## src/tpwm_pkg.sv

```systemverilog
/*
 * Constants for the 16-bit timer with PWM, compare, capture and interrupt gating.
 * Assumes a single 25 MHz clock domain and a plain register port.
 */
`default_nettype none
package tpwm_pkg;
  // ----------------------------------------------------------------
  // Register map (byte index on the plain port)
  // ----------------------------------------------------------------
  localparam logic [3:0] A_CR1   = 4'h0;
  localparam logic [3:0] A_CR2   = 4'h1;
  localparam logic [3:0] A_SR    = 4'h2;
  localparam logic [3:0] A_C1H   = 4'h3;
  localparam logic [3:0] A_C1L   = 4'h4;
  localparam logic [3:0] A_C2H   = 4'h5;
  localparam logic [3:0] A_C2L   = 4'h6;
  localparam logic [3:0] A_CNTH  = 4'h7;
  localparam logic [3:0] A_CNTL  = 4'h8;
  localparam logic [3:0] A_IC1H  = 4'h9;
  localparam logic [3:0] A_IC1L  = 4'ha;
  localparam logic [3:0] A_IC2H  = 4'hb;
  localparam logic [3:0] A_IC2L  = 4'hc;
  localparam logic [3:0] A_CTL3  = 4'hd;
  // ----------------------------------------------------------------
  // First control register fields
  // ----------------------------------------------------------------
  localparam int B_CAP_IE  = 7;
  localparam int B_CMP_IE  = 6;
  localparam int B_OVF_IE  = 5;
  localparam int B_FORCE2  = 4;
  localparam int B_FORCE1  = 3;
  localparam int B_LVL2    = 2;
  localparam int B_EDGE1   = 1;
  localparam int B_LVL1    = 0;
  // ----------------------------------------------------------------
  // Second control register fields
  // ----------------------------------------------------------------
  localparam int B_OE1     = 7;
  localparam int B_OE2     = 6;
  localparam int B_ONEP    = 5;
  localparam int B_PWM     = 4;
  localparam int B_CC_HI   = 3;
  localparam int B_CC_LO   = 2;
  localparam int B_EDGE2   = 1;
  localparam int B_EXEDGE  = 0;
  // Own third control register: capture-two enable and global mask
  localparam int B_CAP2_IE = 0;
  localparam int B_GMASK   = 1;
  // ----------------------------------------------------------------
  // Reset and reload values
  // ----------------------------------------------------------------
  localparam logic [7:0]  RST_CR1    = 8'h00;
  localparam logic [7:0]  RST_CR2    = 8'h00;
  localparam logic [1:0]  RST_CTL3   = 2'h2;
  localparam logic [15:0] RST_CMP    = 16'h8000;
  localparam logic [15:0] RST_CNT    = 16'hfffc;
  localparam logic [15:0] RELOAD_CNT = 16'hfffc;
  localparam logic [2:0]  DIV4_TC    = 3'h3;
  localparam logic [2:0]  DIV2_TC    = 3'h1;
  localparam logic [2:0]  DIV8_TC    = 3'h7;
  localparam logic [1:0]  CC_DIV4    = 2'h0;
  localparam logic [1:0]  CC_DIV2    = 2'h1;
  localparam logic [1:0]  CC_DIV8    = 2'h2;
  localparam logic [1:0]  CC_EXT     = 2'h3;

  typedef enum logic [1:0] {
    TPWM_RUN  = 2'b00,
    TPWM_WAIT = 2'b01,
    TPWM_HALT = 2'b10
  } tpwm_pwr_e;
endpackage
`default_nettype wire

```

## src/tpwm_timer.sv

```systemverilog
/*
 * 16-bit free-running timer: PWM, one-pulse, compare, capture, interrupt gating.
 * Assumes pins arrive asynchronously; low-power state comes from the system core.
 */
//
// Function
// - PWM: counter reloads FFFCh on second compare match, setting period.
// - PWM: pin one takes level one on match one, level two on match two.
// - Level one=1, level two=0: high pulse lasts compare two minus compare one.
// - Equal level bits keep pin one constant at that level in PWM.
// - High byte write suspends that compare until low byte is written.
// - PWM never sets either compare flag.
// - PWM: capture flag one set at second compare match; gated interrupt.
// - PWM disconnects capture pin one; capture pin two still works.
// - PWM and one-pulse both set: only PWM acts.
// - Wait state leaves timer untouched; interrupt enabled by bit 7, 6 or 5 wakes device.
// - Halt stops counter; resumes on interrupt wake, reset restarts it.
// - Capture edge during halt arms; interrupt wake sets flag, stores count.
// - All events share one interrupt; each gated by own enable and mask.
// - Capture enable bit 7 requests interrupt when either capture flag set.
// - Compare enable bit 6 requests interrupt when either compare flag set.
// - Overflow enable bit 5 allows interrupt when overflow flag set.
// - Force two bit 4 copies level two onto pin two if enabled.
// - Force one bit 3 copies level one onto pin one if enabled.
// - Level two bit 2 to pin two on match; pin one in pulse modes.
// - Edge bit 1 selects capture edge on pin one: 0 fall, 1 rise.
// - PWM compare writes take effect only at end of period.
// - Clock field selects CPU clock /4, /2, /8 or external clock.
// - Level one bit 0 to pin one on each first compare match.
`default_nettype none
module tpwm_timer
  import tpwm_pkg::*;
(
  input  wire logic       clk,          // 25 MHz clock
  input  wire logic       rst_n,        // Synchronous reset, active low
  input  wire logic [3:0] addr,         // Register index
  input  wire logic [7:0] wdata,        // Write data
  input  wire logic       wr,           // Write strobe
  input  wire logic       rd,           // Read strobe
  output logic      [7:0] rdata,        // Read data, cycle after rd
  input  wire logic       wait_req,     // Core in wait state
  input  wire logic       halt_req,     // Core in halt state
  input  wire logic       cap1_pin,     // First capture pin
  input  wire logic       cap2_pin,     // Second capture pin
  input  wire logic       ext_clk_pin,  // External timer clock pin
  output logic            cmp1_pin,     // First compare pin value
  output logic            cmp1_oe,      // First compare pin enable
  output logic            cmp2_pin,     // Second compare pin value
  output logic            cmp2_oe,      // Second compare pin enable
  output logic            timer_irq,    // Shared timer interrupt
  output logic            wake_ff       // Wake request from wait state
);
  // ----------------------------------------------------------------
  // State
  // ----------------------------------------------------------------
  logic [7:0]  cr1_ff;
  logic [7:0]  cr2_ff;
  logic [1:0]  ctl3_ff;
  logic [15:0] cmp1_ff;
  logic [15:0] cmp2_ff;
  logic [15:0] act1_ff;
  logic [15:0] act2_ff;
  logic [15:0] cnt_ff;
  logic [15:0] ic1_ff;
  logic [15:0] ic2_ff;
  logic [7:0]  hi1_ff;
  logic [7:0]  hi2_ff;
  logic        inh1_ff;
  logic        inh2_ff;
  logic        first_capture_flag_ff;
  logic        second_capture_flag_ff;
  logic        first_compare_flag_ff;
  logic        second_compare_flag_ff;
  logic        tof_ff;
  logic        sr_rd_ff;
  logic [2:0]  pre_ff;
  logic [2:0]  s1_ff;
  logic [2:0]  s2_ff;
  logic [2:0]  se_ff;
  logic [2:0]  hist_ok_ff;
  logic        arm1_ff;
  logic        arm2_ff;
  tpwm_pwr_e   pwr_ff;
  logic        was_halt_ff;

  // Edge of the stable bit against its history
  function automatic logic edge_hit(input logic [2:0] s, input logic rise);
    edge_hit = rise ? (s[1] & ~s[2]) : (~s[1] & s[2]);
  endfunction

  // ----------------------------------------------------------------
  // Pin synchronisers: [0] first stage, [1] stable, [2] history
  // ----------------------------------------------------------------
  always_ff @(posedge clk) begin
    if (!rst_n) begin
      s1_ff <= 3'h0;
      s2_ff <= 3'h0;
      se_ff <= 3'h0;
      hist_ok_ff <= 3'h0;
    end else begin
      // No edges until history holds real samples; idle-high pins
      // would otherwise show a false rising edge after reset
      hist_ok_ff <= {hist_ok_ff[1:0], 1'b1};
      s1_ff <= {s1_ff[1:0], cap1_pin};
      s2_ff <= {s2_ff[1:0], cap2_pin};
      se_ff <= {se_ff[1:0], ext_clk_pin};
    end
  end

  // ----------------------------------------------------------------
  // Mode decode
  // ----------------------------------------------------------------
  logic        pwm_on;
  logic        opm_on;
  logic        halted;
  logic        tick;
  logic        m1;
  logic        m2;
  logic        e1;
  logic        e2;
  logic        wr_lo1;
  logic        wr_lo2;
  logic        sr_clr;
  logic        rd_ok;
  logic        pend_cap;
  logic        pend_cmp;
  logic        pend_ovf;
  assign pwm_on = cr2_ff[B_PWM];
  assign opm_on = cr2_ff[B_ONEP] & ~pwm_on;
  assign halted = (pwr_ff == TPWM_HALT);
  assign e1 = edge_hit(s1_ff, cr1_ff[B_EDGE1]) & hist_ok_ff[2] & ~pwm_on;
  assign e2 = edge_hit(s2_ff, cr2_ff[B_EDGE2]) & hist_ok_ff[2];
  assign wr_lo1 = wr & (addr == A_C1L);
  assign wr_lo2 = wr & (addr == A_C2L);
  assign rd_ok = rd | wr;
  assign sr_clr = sr_rd_ff;

  // ----------------------------------------------------------------
  // Prescaler / external clock select
  // ----------------------------------------------------------------
  always_comb begin
    case (cr2_ff[B_CC_HI:B_CC_LO])
      CC_DIV4: tick = (pre_ff & DIV4_TC) == DIV4_TC;
      CC_DIV2: tick = (pre_ff & DIV2_TC) == DIV2_TC;
      CC_DIV8: tick = pre_ff == DIV8_TC;
      default: tick = edge_hit(se_ff, cr2_ff[B_EXEDGE]) & hist_ok_ff[2];
    endcase
  end

  // ----------------------------------------------------------------
  // Matches only on timer ticks and while not inhibited
  // ----------------------------------------------------------------
  assign m1 = tick & ~halted & ~inh1_ff & (cnt_ff == (pwm_on ? act1_ff : cmp1_ff));
  assign m2 = tick & ~halted & ~inh2_ff & (cnt_ff == (pwm_on ? act2_ff : cmp2_ff));

  always_ff @(posedge clk) begin
    if (!rst_n) pre_ff <= 3'h0;
    else if (!halted) pre_ff <= pre_ff + 3'h1;
  end

  // ----------------------------------------------------------------
  // Power state and wake
  // ----------------------------------------------------------------
  assign pend_cap = cr1_ff[B_CAP_IE] & (first_capture_flag_ff | second_capture_flag_ff);
  assign pend_cmp = cr1_ff[B_CMP_IE] & (first_compare_flag_ff | second_compare_flag_ff);
  assign pend_ovf = cr1_ff[B_OVF_IE] & tof_ff;

  always_ff @(posedge clk) begin
    if (!rst_n) begin
      pwr_ff      <= TPWM_RUN;
      was_halt_ff <= 1'b0;
      wake_ff     <= 1'b0;
    end else begin
      case (pwr_ff)
        TPWM_RUN:  pwr_ff <= halt_req ? TPWM_HALT : (wait_req ? TPWM_WAIT : TPWM_RUN);
        TPWM_WAIT: pwr_ff <= wait_req ? TPWM_WAIT : TPWM_RUN;
        TPWM_HALT: pwr_ff <= halt_req ? TPWM_HALT : TPWM_RUN;
        default:   pwr_ff <= TPWM_RUN;
      endcase
      was_halt_ff <= halted;
      wake_ff <= (pwr_ff == TPWM_WAIT) & ~ctl3_ff[B_GMASK]
                 & (pend_cap | pend_cmp | pend_ovf);
    end
  end

  // ----------------------------------------------------------------
  // Counter
  // ----------------------------------------------------------------
  always_ff @(posedge clk) begin
    if (!rst_n) cnt_ff <= RST_CNT;
    else if (wr & (addr == A_CNTL)) cnt_ff <= RST_CNT;
    else if (m2 & pwm_on) cnt_ff <= RELOAD_CNT;
    else if (opm_on & e1) cnt_ff <= RELOAD_CNT;
    else if (tick & ~halted) cnt_ff <= cnt_ff + 16'h1;
  end

  // ----------------------------------------------------------------
  // Control registers and compare buffers
  // ----------------------------------------------------------------
  always_ff @(posedge clk) begin
    if (!rst_n) begin
      cr1_ff  <= RST_CR1;
      cr2_ff  <= RST_CR2;
      ctl3_ff <= RST_CTL3;
    end else if (wr) begin
      if (addr == A_CR1) cr1_ff <= wdata;
      if (addr == A_CR2) cr2_ff <= wdata;
      if (addr == A_CTL3) ctl3_ff <= wdata[1:0];
    end
  end

  always_ff @(posedge clk) begin
    if (!rst_n) begin
      cmp1_ff <= RST_CMP;
      cmp2_ff <= RST_CMP;
      hi1_ff  <= RST_CMP[15:8];
      hi2_ff  <= RST_CMP[15:8];
      inh1_ff <= 1'b0;
      inh2_ff <= 1'b0;
    end else begin
      if (wr & (addr == A_C1H)) begin
        hi1_ff  <= wdata;
        inh1_ff <= 1'b1;
      end else if (wr_lo1) begin
        cmp1_ff <= {hi1_ff, wdata};
        inh1_ff <= 1'b0;
      end
      if (wr & (addr == A_C2H)) begin
        hi2_ff  <= wdata;
        inh2_ff <= 1'b1;
      end else if (wr_lo2) begin
        cmp2_ff <= {hi2_ff, wdata};
        inh2_ff <= 1'b0;
      end
    end
  end

  // ----------------------------------------------------------------
  // Active copies used in PWM, loaded at end of period
  // ----------------------------------------------------------------
  always_ff @(posedge clk) begin
    if (!rst_n) begin
      act1_ff <= RST_CMP;
      act2_ff <= RST_CMP;
    end else if (!pwm_on || m2) begin
      act1_ff <= cmp1_ff;
      act2_ff <= cmp2_ff;
    end
  end

  // ----------------------------------------------------------------
  // Captures, with arming during halt
  // ----------------------------------------------------------------
  logic exit_halt;
  assign exit_halt = was_halt_ff & ~halted;
  always_ff @(posedge clk) begin
    if (!rst_n) begin
      arm1_ff <= 1'b0;
      arm2_ff <= 1'b0;
      ic1_ff  <= 16'h0;
      ic2_ff  <= 16'h0;
    end else begin
      arm1_ff <= halted ? (arm1_ff | e1) : 1'b0;
      arm2_ff <= halted ? (arm2_ff | e2) : 1'b0;
      if (m2 & pwm_on) ic1_ff <= cnt_ff;
      else if ((e1 & ~halted & ~opm_on) | (exit_halt & arm1_ff)) ic1_ff <= cnt_ff;
      else if (opm_on & e1) ic1_ff <= RELOAD_CNT + 16'h1;
      if ((e2 & ~halted) | (exit_halt & arm2_ff)) ic2_ff <= cnt_ff;
    end
  end

  // ----------------------------------------------------------------
  // Flags: set wins over clear; clear is status read then low access
  // ----------------------------------------------------------------
  logic        set_first_capture_flag;
  logic        set_second_capture_flag;
  logic        set_first_compare_flag;
  logic        set_second_compare_flag;
  logic        set_tof;
  assign set_first_capture_flag = (m2 & pwm_on) | (e1 & ~halted) | (exit_halt & arm1_ff);
  assign set_second_capture_flag = (e2 & ~halted) | (exit_halt & arm2_ff);
  assign set_first_compare_flag = m1 & ~pwm_on & ~opm_on & ~cr1_ff[B_FORCE1];
  assign set_second_compare_flag = m2 & ~pwm_on & ~cr1_ff[B_FORCE2];
  assign set_tof  = tick & ~halted & (cnt_ff == 16'hffff) & ~(m2 & pwm_on);

  // Status read must be the last access before the low byte
  always_ff @(posedge clk) begin
    if (!rst_n) sr_rd_ff <= 1'b0;
    else if (rd & (addr == A_SR)) sr_rd_ff <= 1'b1;
    else if (rd_ok) sr_rd_ff <= 1'b0;
  end

  always_ff @(posedge clk) begin
    if (!rst_n) begin
      {first_capture_flag_ff, second_capture_flag_ff, first_compare_flag_ff, second_compare_flag_ff, tof_ff} <= 5'h0;
    end else begin
      first_capture_flag_ff <= set_first_capture_flag | (first_capture_flag_ff & ~(sr_clr & rd_ok & (addr == A_IC1L)));
      second_capture_flag_ff <= set_second_capture_flag | (second_capture_flag_ff & ~(sr_clr & rd_ok & (addr == A_IC2L)));
      first_compare_flag_ff <= set_first_compare_flag | (first_compare_flag_ff & ~(sr_clr & rd_ok & (addr == A_C1L)));
      second_compare_flag_ff <= set_second_compare_flag | (second_compare_flag_ff & ~(sr_clr & rd_ok & (addr == A_C2L)));
      tof_ff  <= set_tof  | (tof_ff  & ~(sr_clr & rd_ok & (addr == A_CNTL)));
    end
  end

  // ----------------------------------------------------------------
  // Interrupt
  // ----------------------------------------------------------------
  always_ff @(posedge clk) begin
    if (!rst_n) timer_irq <= 1'b0;
    else timer_irq <= ~ctl3_ff[B_GMASK] & (pend_cap | pend_cmp | pend_ovf
                      | (ctl3_ff[B_CAP2_IE] & second_capture_flag_ff));
  end

  // ----------------------------------------------------------------
  // Compare pins
  // ----------------------------------------------------------------
  always_ff @(posedge clk) begin
    if (!rst_n) begin
      cmp1_pin <= 1'b0;
      cmp2_pin <= 1'b0;
      cmp1_oe  <= 1'b0;
      cmp2_oe  <= 1'b0;
    end else begin
      cmp1_oe <= cr2_ff[B_OE1];
      cmp2_oe <= cr2_ff[B_OE2];
      if (pwm_on) begin
        if (m2) cmp1_pin <= cr1_ff[B_LVL2];
        else if (m1) cmp1_pin <= cr1_ff[B_LVL1];
      end else if (opm_on) begin
        if (e1) cmp1_pin <= cr1_ff[B_LVL2];
        else if (m1) cmp1_pin <= cr1_ff[B_LVL1];
      end else if (cr1_ff[B_FORCE1]) begin
        cmp1_pin <= cr1_ff[B_LVL1];
      end else if (m1) begin
        cmp1_pin <= cr1_ff[B_LVL1];
      end
      if (cr1_ff[B_FORCE2] & ~pwm_on & ~opm_on) cmp2_pin <= cr1_ff[B_LVL2];
      else if (m2 & ~pwm_on & ~opm_on) cmp2_pin <= cr1_ff[B_LVL2];
    end
  end

  // ----------------------------------------------------------------
  // Read port
  // ----------------------------------------------------------------
  always_ff @(posedge clk) begin
    if (!rst_n) rdata <= 8'h00;
    else if (rd) begin
      case (addr)
        A_CR1:  rdata <= cr1_ff;
        A_CR2:  rdata <= cr2_ff;
        A_SR:   rdata <= {first_capture_flag_ff, first_compare_flag_ff, tof_ff, second_capture_flag_ff, second_compare_flag_ff, 3'h0};
        A_C1H:  rdata <= cmp1_ff[15:8];
        A_C1L:  rdata <= cmp1_ff[7:0];
        A_C2H:  rdata <= cmp2_ff[15:8];
        A_C2L:  rdata <= cmp2_ff[7:0];
        A_CNTH: rdata <= cnt_ff[15:8];
        A_CNTL: rdata <= cnt_ff[7:0];
        A_IC1H: rdata <= ic1_ff[15:8];
        A_IC1L: rdata <= ic1_ff[7:0];
        A_IC2H: rdata <= ic2_ff[15:8];
        A_IC2L: rdata <= ic2_ff[7:0];
        A_CTL3: rdata <= {6'h0, ctl3_ff};
        default: rdata <= 8'h00;
      endcase
    end else begin
      rdata <= 8'h00;
    end
  end
endmodule
`default_nettype wire

```

## config.mk

```make
export PLATFORM = sky130hd
export DESIGN_NAME = tpwm_timer
export DESIGN_NICKNAME = d
export VERILOG_FILES = /design/src/tpwm_pkg.sv /design/src/tpwm_timer.sv
export SDC_FILE = /design/constraint.sdc
export NUM_CORES = 1
export LEC_CHECK = 0
export ABC_AREA = 1
export BUFFER_PORTS_ARGS = -buffer_cell sky130_fd_sc_hd__buf_4
export CORE_MARGIN = 5
export CORE_UTILIZATION = 40
export DETAILED_ROUTE_END_ITERATION = 8
export HOLD_SLACK_MARGIN = 0.03
export PLACE_DENSITY = 0.69
export SYNTH_ARGS = -nofsm -noshare
export SYNTH_HDL_FRONTEND = slang
export SYNTH_SLANG_ARGS = --single-unit
```

## constraint.sdc

```tcl
create_clock -name clk -period 2.1 [get_ports clk]
set_input_delay 0.315 -clock clk [delete_from_list [all_inputs] [get_ports clk]]
set_output_delay 0.315 -clock clk [all_outputs]
set_load 0.01 [all_outputs]
```

==> reports/metrics.cfg <==
[die]
die_area_um2 = 24600
coreArea_um2 = 21200
die_y_um = 157
ios = 35
rows = 53
start_util_pct = 40.8
die_w_um = 157

[clocking]
htreeDepth = 4
cts_root_buf = clkbuf_16
clock-sinks = 188
cts_buffers = 17
clk_pin_slew_ps = 80
cts_tree = built
cts_max_path_buffers = 2
worstSkewPairLatency_ps = 450
hold_buffers = 0

[grt]
grt_max_degree = 77
first_global_vias = 7995
antenna_found_initial = 0
grt_busiest_layer = met2
grt_usage_pct = 24.5
gr-usage-met2_pct = 36.3
grtUsageMet3_pct = 5.36
use_met1_pct = 34.9
grt_pass1_wl_um = 46200
overflow = 0

[synth]
yosysWarnings = 0
synth_area_um2 = 8640
yosys_most_used_dff = dfxtp_1
synth_nets = 1246
syn-instance-count = 1222
synth_cell_types = 44
syn_area_per_cell_um2 = 7.07
ys_seq_area_share_pct = 43.6
ys_ff_latch = 188
ys_async_sr_fraction_pct = 0
synth_edf_count = 0

[hold_path]
worst_hold_path_type = primary input to flop

[drt]
route.detailed.drc = 0
ant_nets = 0
post_drt_wl_per_cell_um = 19.0
drt-pass1-iter-count = 6
drtIter0Drc = 1131
num_vias = 8967
post_drt_via_cell_ratio = 5.49
routed_wl_um = 31000

[power_and_ir_drop]
power_density_nw_per_um2 = 686
p_leak_nw = 4.66
irDropWorstVdd_uv = 523

[final_layout]
regArea_um2 = 3770
syn_to_final_growth_pct = 26.4
stdcell_area_um2 = 10900
n_fill_cell = 2016
drive_gt1_share_pct = 19.7
multiInputGateArea_um2 = 4350
fin_nets = 1368
antenna_cells = 0

[critical_path]
crit_chain = buf_12 -> nand2_1 -> o21ai_0 -> nand2_1 -> nand2_1 -> nor2_1 -> nand2_1 -> nor3_2 -> nand4_1 -> buf_4 -> buf_4 -> nand4_1 -> a21oi_1
path_max_fanout = 16
cp.arrival_ps = 2430
crit_type = flop to flop
critPathMaxStageDelay_ps = 390
cpMostUsedCell = nand2_1
required_ps = 2420
slowest_stage = dfxtp_4
r2r_setup_slack_ps = -20
critPathCaptureType = flop
start_kind = flop

[place]
place_ws_ps = -268
dp_hpwl_um = 22500
place_congestion = 1.00
portBuffers = 34
postPlaceCellArea_um2 = 9830

[timing]
max_freq_mhz = 473
finClkSkew_ps = 12.8
worst_slack_ps = -16.3
slew_headroom_pct = 65.0
drv_slew = 0
rsz0062_at_grt = true
min_period_ps = 2120
setup_viol = 7
finalCritPeriodShare_pct = 101
tightest_slew_ps = 525
hold_violations = 0

[flow_run]
drv_cap = 0

[run_status]
violations = negative setup slack
status = complete, but fails checks

==> logic make-up after synthesis <==
logic type	synth area share [%]
AND/OR/NAND/NOR	23.8
AO/OA/AOI/OAI	21.7
buffers and inverters	9.51
flip-flops	43.6
XOR/XNOR	0.999
adder cells (fa/ha/maj)	0.435
==> worst max-delay path, delay by kind of cell (launching register included) <==
family | cells | cell delay [ps]
buf+inv | 3 | 490
simple gates | 8 | 920
flops | 1 | 390
compound gates | 2 | 180
==> power by group <==
| part | internal, W | leakage (nW) | switching [W] | total [W] |
|---|---|---|---|---|
| clock network | 0.00160 | 0.282 | 0.00164 | 0.00324 |
| logic | 0.000209 | 2.85 | 0.000357 | 0.000566 |
| registers | 0.00364 | 1.52 | 0.0000497 | 0.00369 |
==> final cells by class <==
class                   instances  share of cell area, %
well taps                     275                   3.15
inverters                     151                   5.22
flip-flops and latches        188                   34.5
repair buffers                148                   11.9
clock buffers                  17                   3.90
clock inverters                15                   1.52
multi-input cells             838                   39.8
==> synth_stat cells, types with 4 or more instances <==
| master | instances | area, um^2 |
|---|---|---|
| xor2_1 | 8 | 70.1 |
| o21ai_1 | 4 | 20.0 |
| o21ai_0 | 131 | 656 |
| a211oi_1 | 11 | 82.6 |
| o22ai_1 | 17 | 106 |
| nor2_1 | 128 | 480 |
| o211ai_1 | 10 | 75.1 |
| inv_1 | 146 | 548 |
| nand3_1 | 51 | 255 |
| buf_4 | 6 | 45.0 |
| buf_6 | 7 | 78.8 |
| nor4_1 | 4 | 25.0 |
| nand4_1 | 10 | 62.6 |
| buf_2 | 6 | 30.0 |
| a21oi_1 | 107 | 536 |
| clkbuf_1 | 25 | 93.8 |
| nor3_2 | 4 | 40.0 |
| a41oi_1 | 4 | 35.0 |
| nor3_1 | 13 | 65.1 |
| a221oi_1 | 18 | 158 |
| a21oi_2 | 11 | 96.3 |
| nand2_1 | 276 | 1040 |
| dfxtp_1 | 188 | 3760 |
==> sequential cells by signal, summed over array words and instances (netlist names), 8 cells and up <==
signal	cells
hi2_ff	8
cr1_ff	8
act1_ff	16
ic2_ff	16
cr2_ff	8
cmp2_ff	16
rdata	8
cmp1_ff	16
act2_ff	16
cnt_ff	16
ic1_ff	16
hi1_ff	8
==> placed cells by master (no fill, tap or decap), drive strengths merged, types with 18 or more instances in the layout <==
master	n
o21ai	136
inv	154
a221oi	18
a21oi	118
buf	145
nand3	51
nor2	132
dfxtp	188
nand2	280
clkbuf	20
==> worst paths after layout <==
path / to / start / cells past startpoint
max reg2reg: tof_ff / cr2_ff[4] / 13
min reg2reg: pwr_ff[0] / pwr_ff[1] / 1
min: se_ff[0] / ext_clk_pin / 3
max: tof_ff / cr2_ff[4] / 13
==> routing by layer <==
metal | up-vias | part of all wire, %
li1 | 4292 | -
met4 | 0 | 4.0
met5 | - | 0
met1 | 4099 | 43
met3 | 95 | 10
met2 | 481 | 43
==> metrics by stage <==
stage	cells	setup TNS, ps	total power [W]	hold slack (ps)	util, %
after global routing	1632	-3880	0.00773	52.2	51.6
final	1632	-44.8	0.00749	46.2	51.6
after CTS	1626	-6.65	0.00747	35.8	50.1
after global placement	1591	-2690	0.00426	392	46.5
after floorplan	1222	0	0.00404	343	-
after detailed placement	1591	-3690	0.00427	401	46.5
==> timing repair <==
item                                    4_1_cts  5_1_grt
gates cloned                                  1        5
resized for setup                            31       74
pin swaps                                    12       20
setup buffers                                 2        2
endpoints found under the setup margin       61       69
No activity file was read; power rests on OpenSTA's default activity.
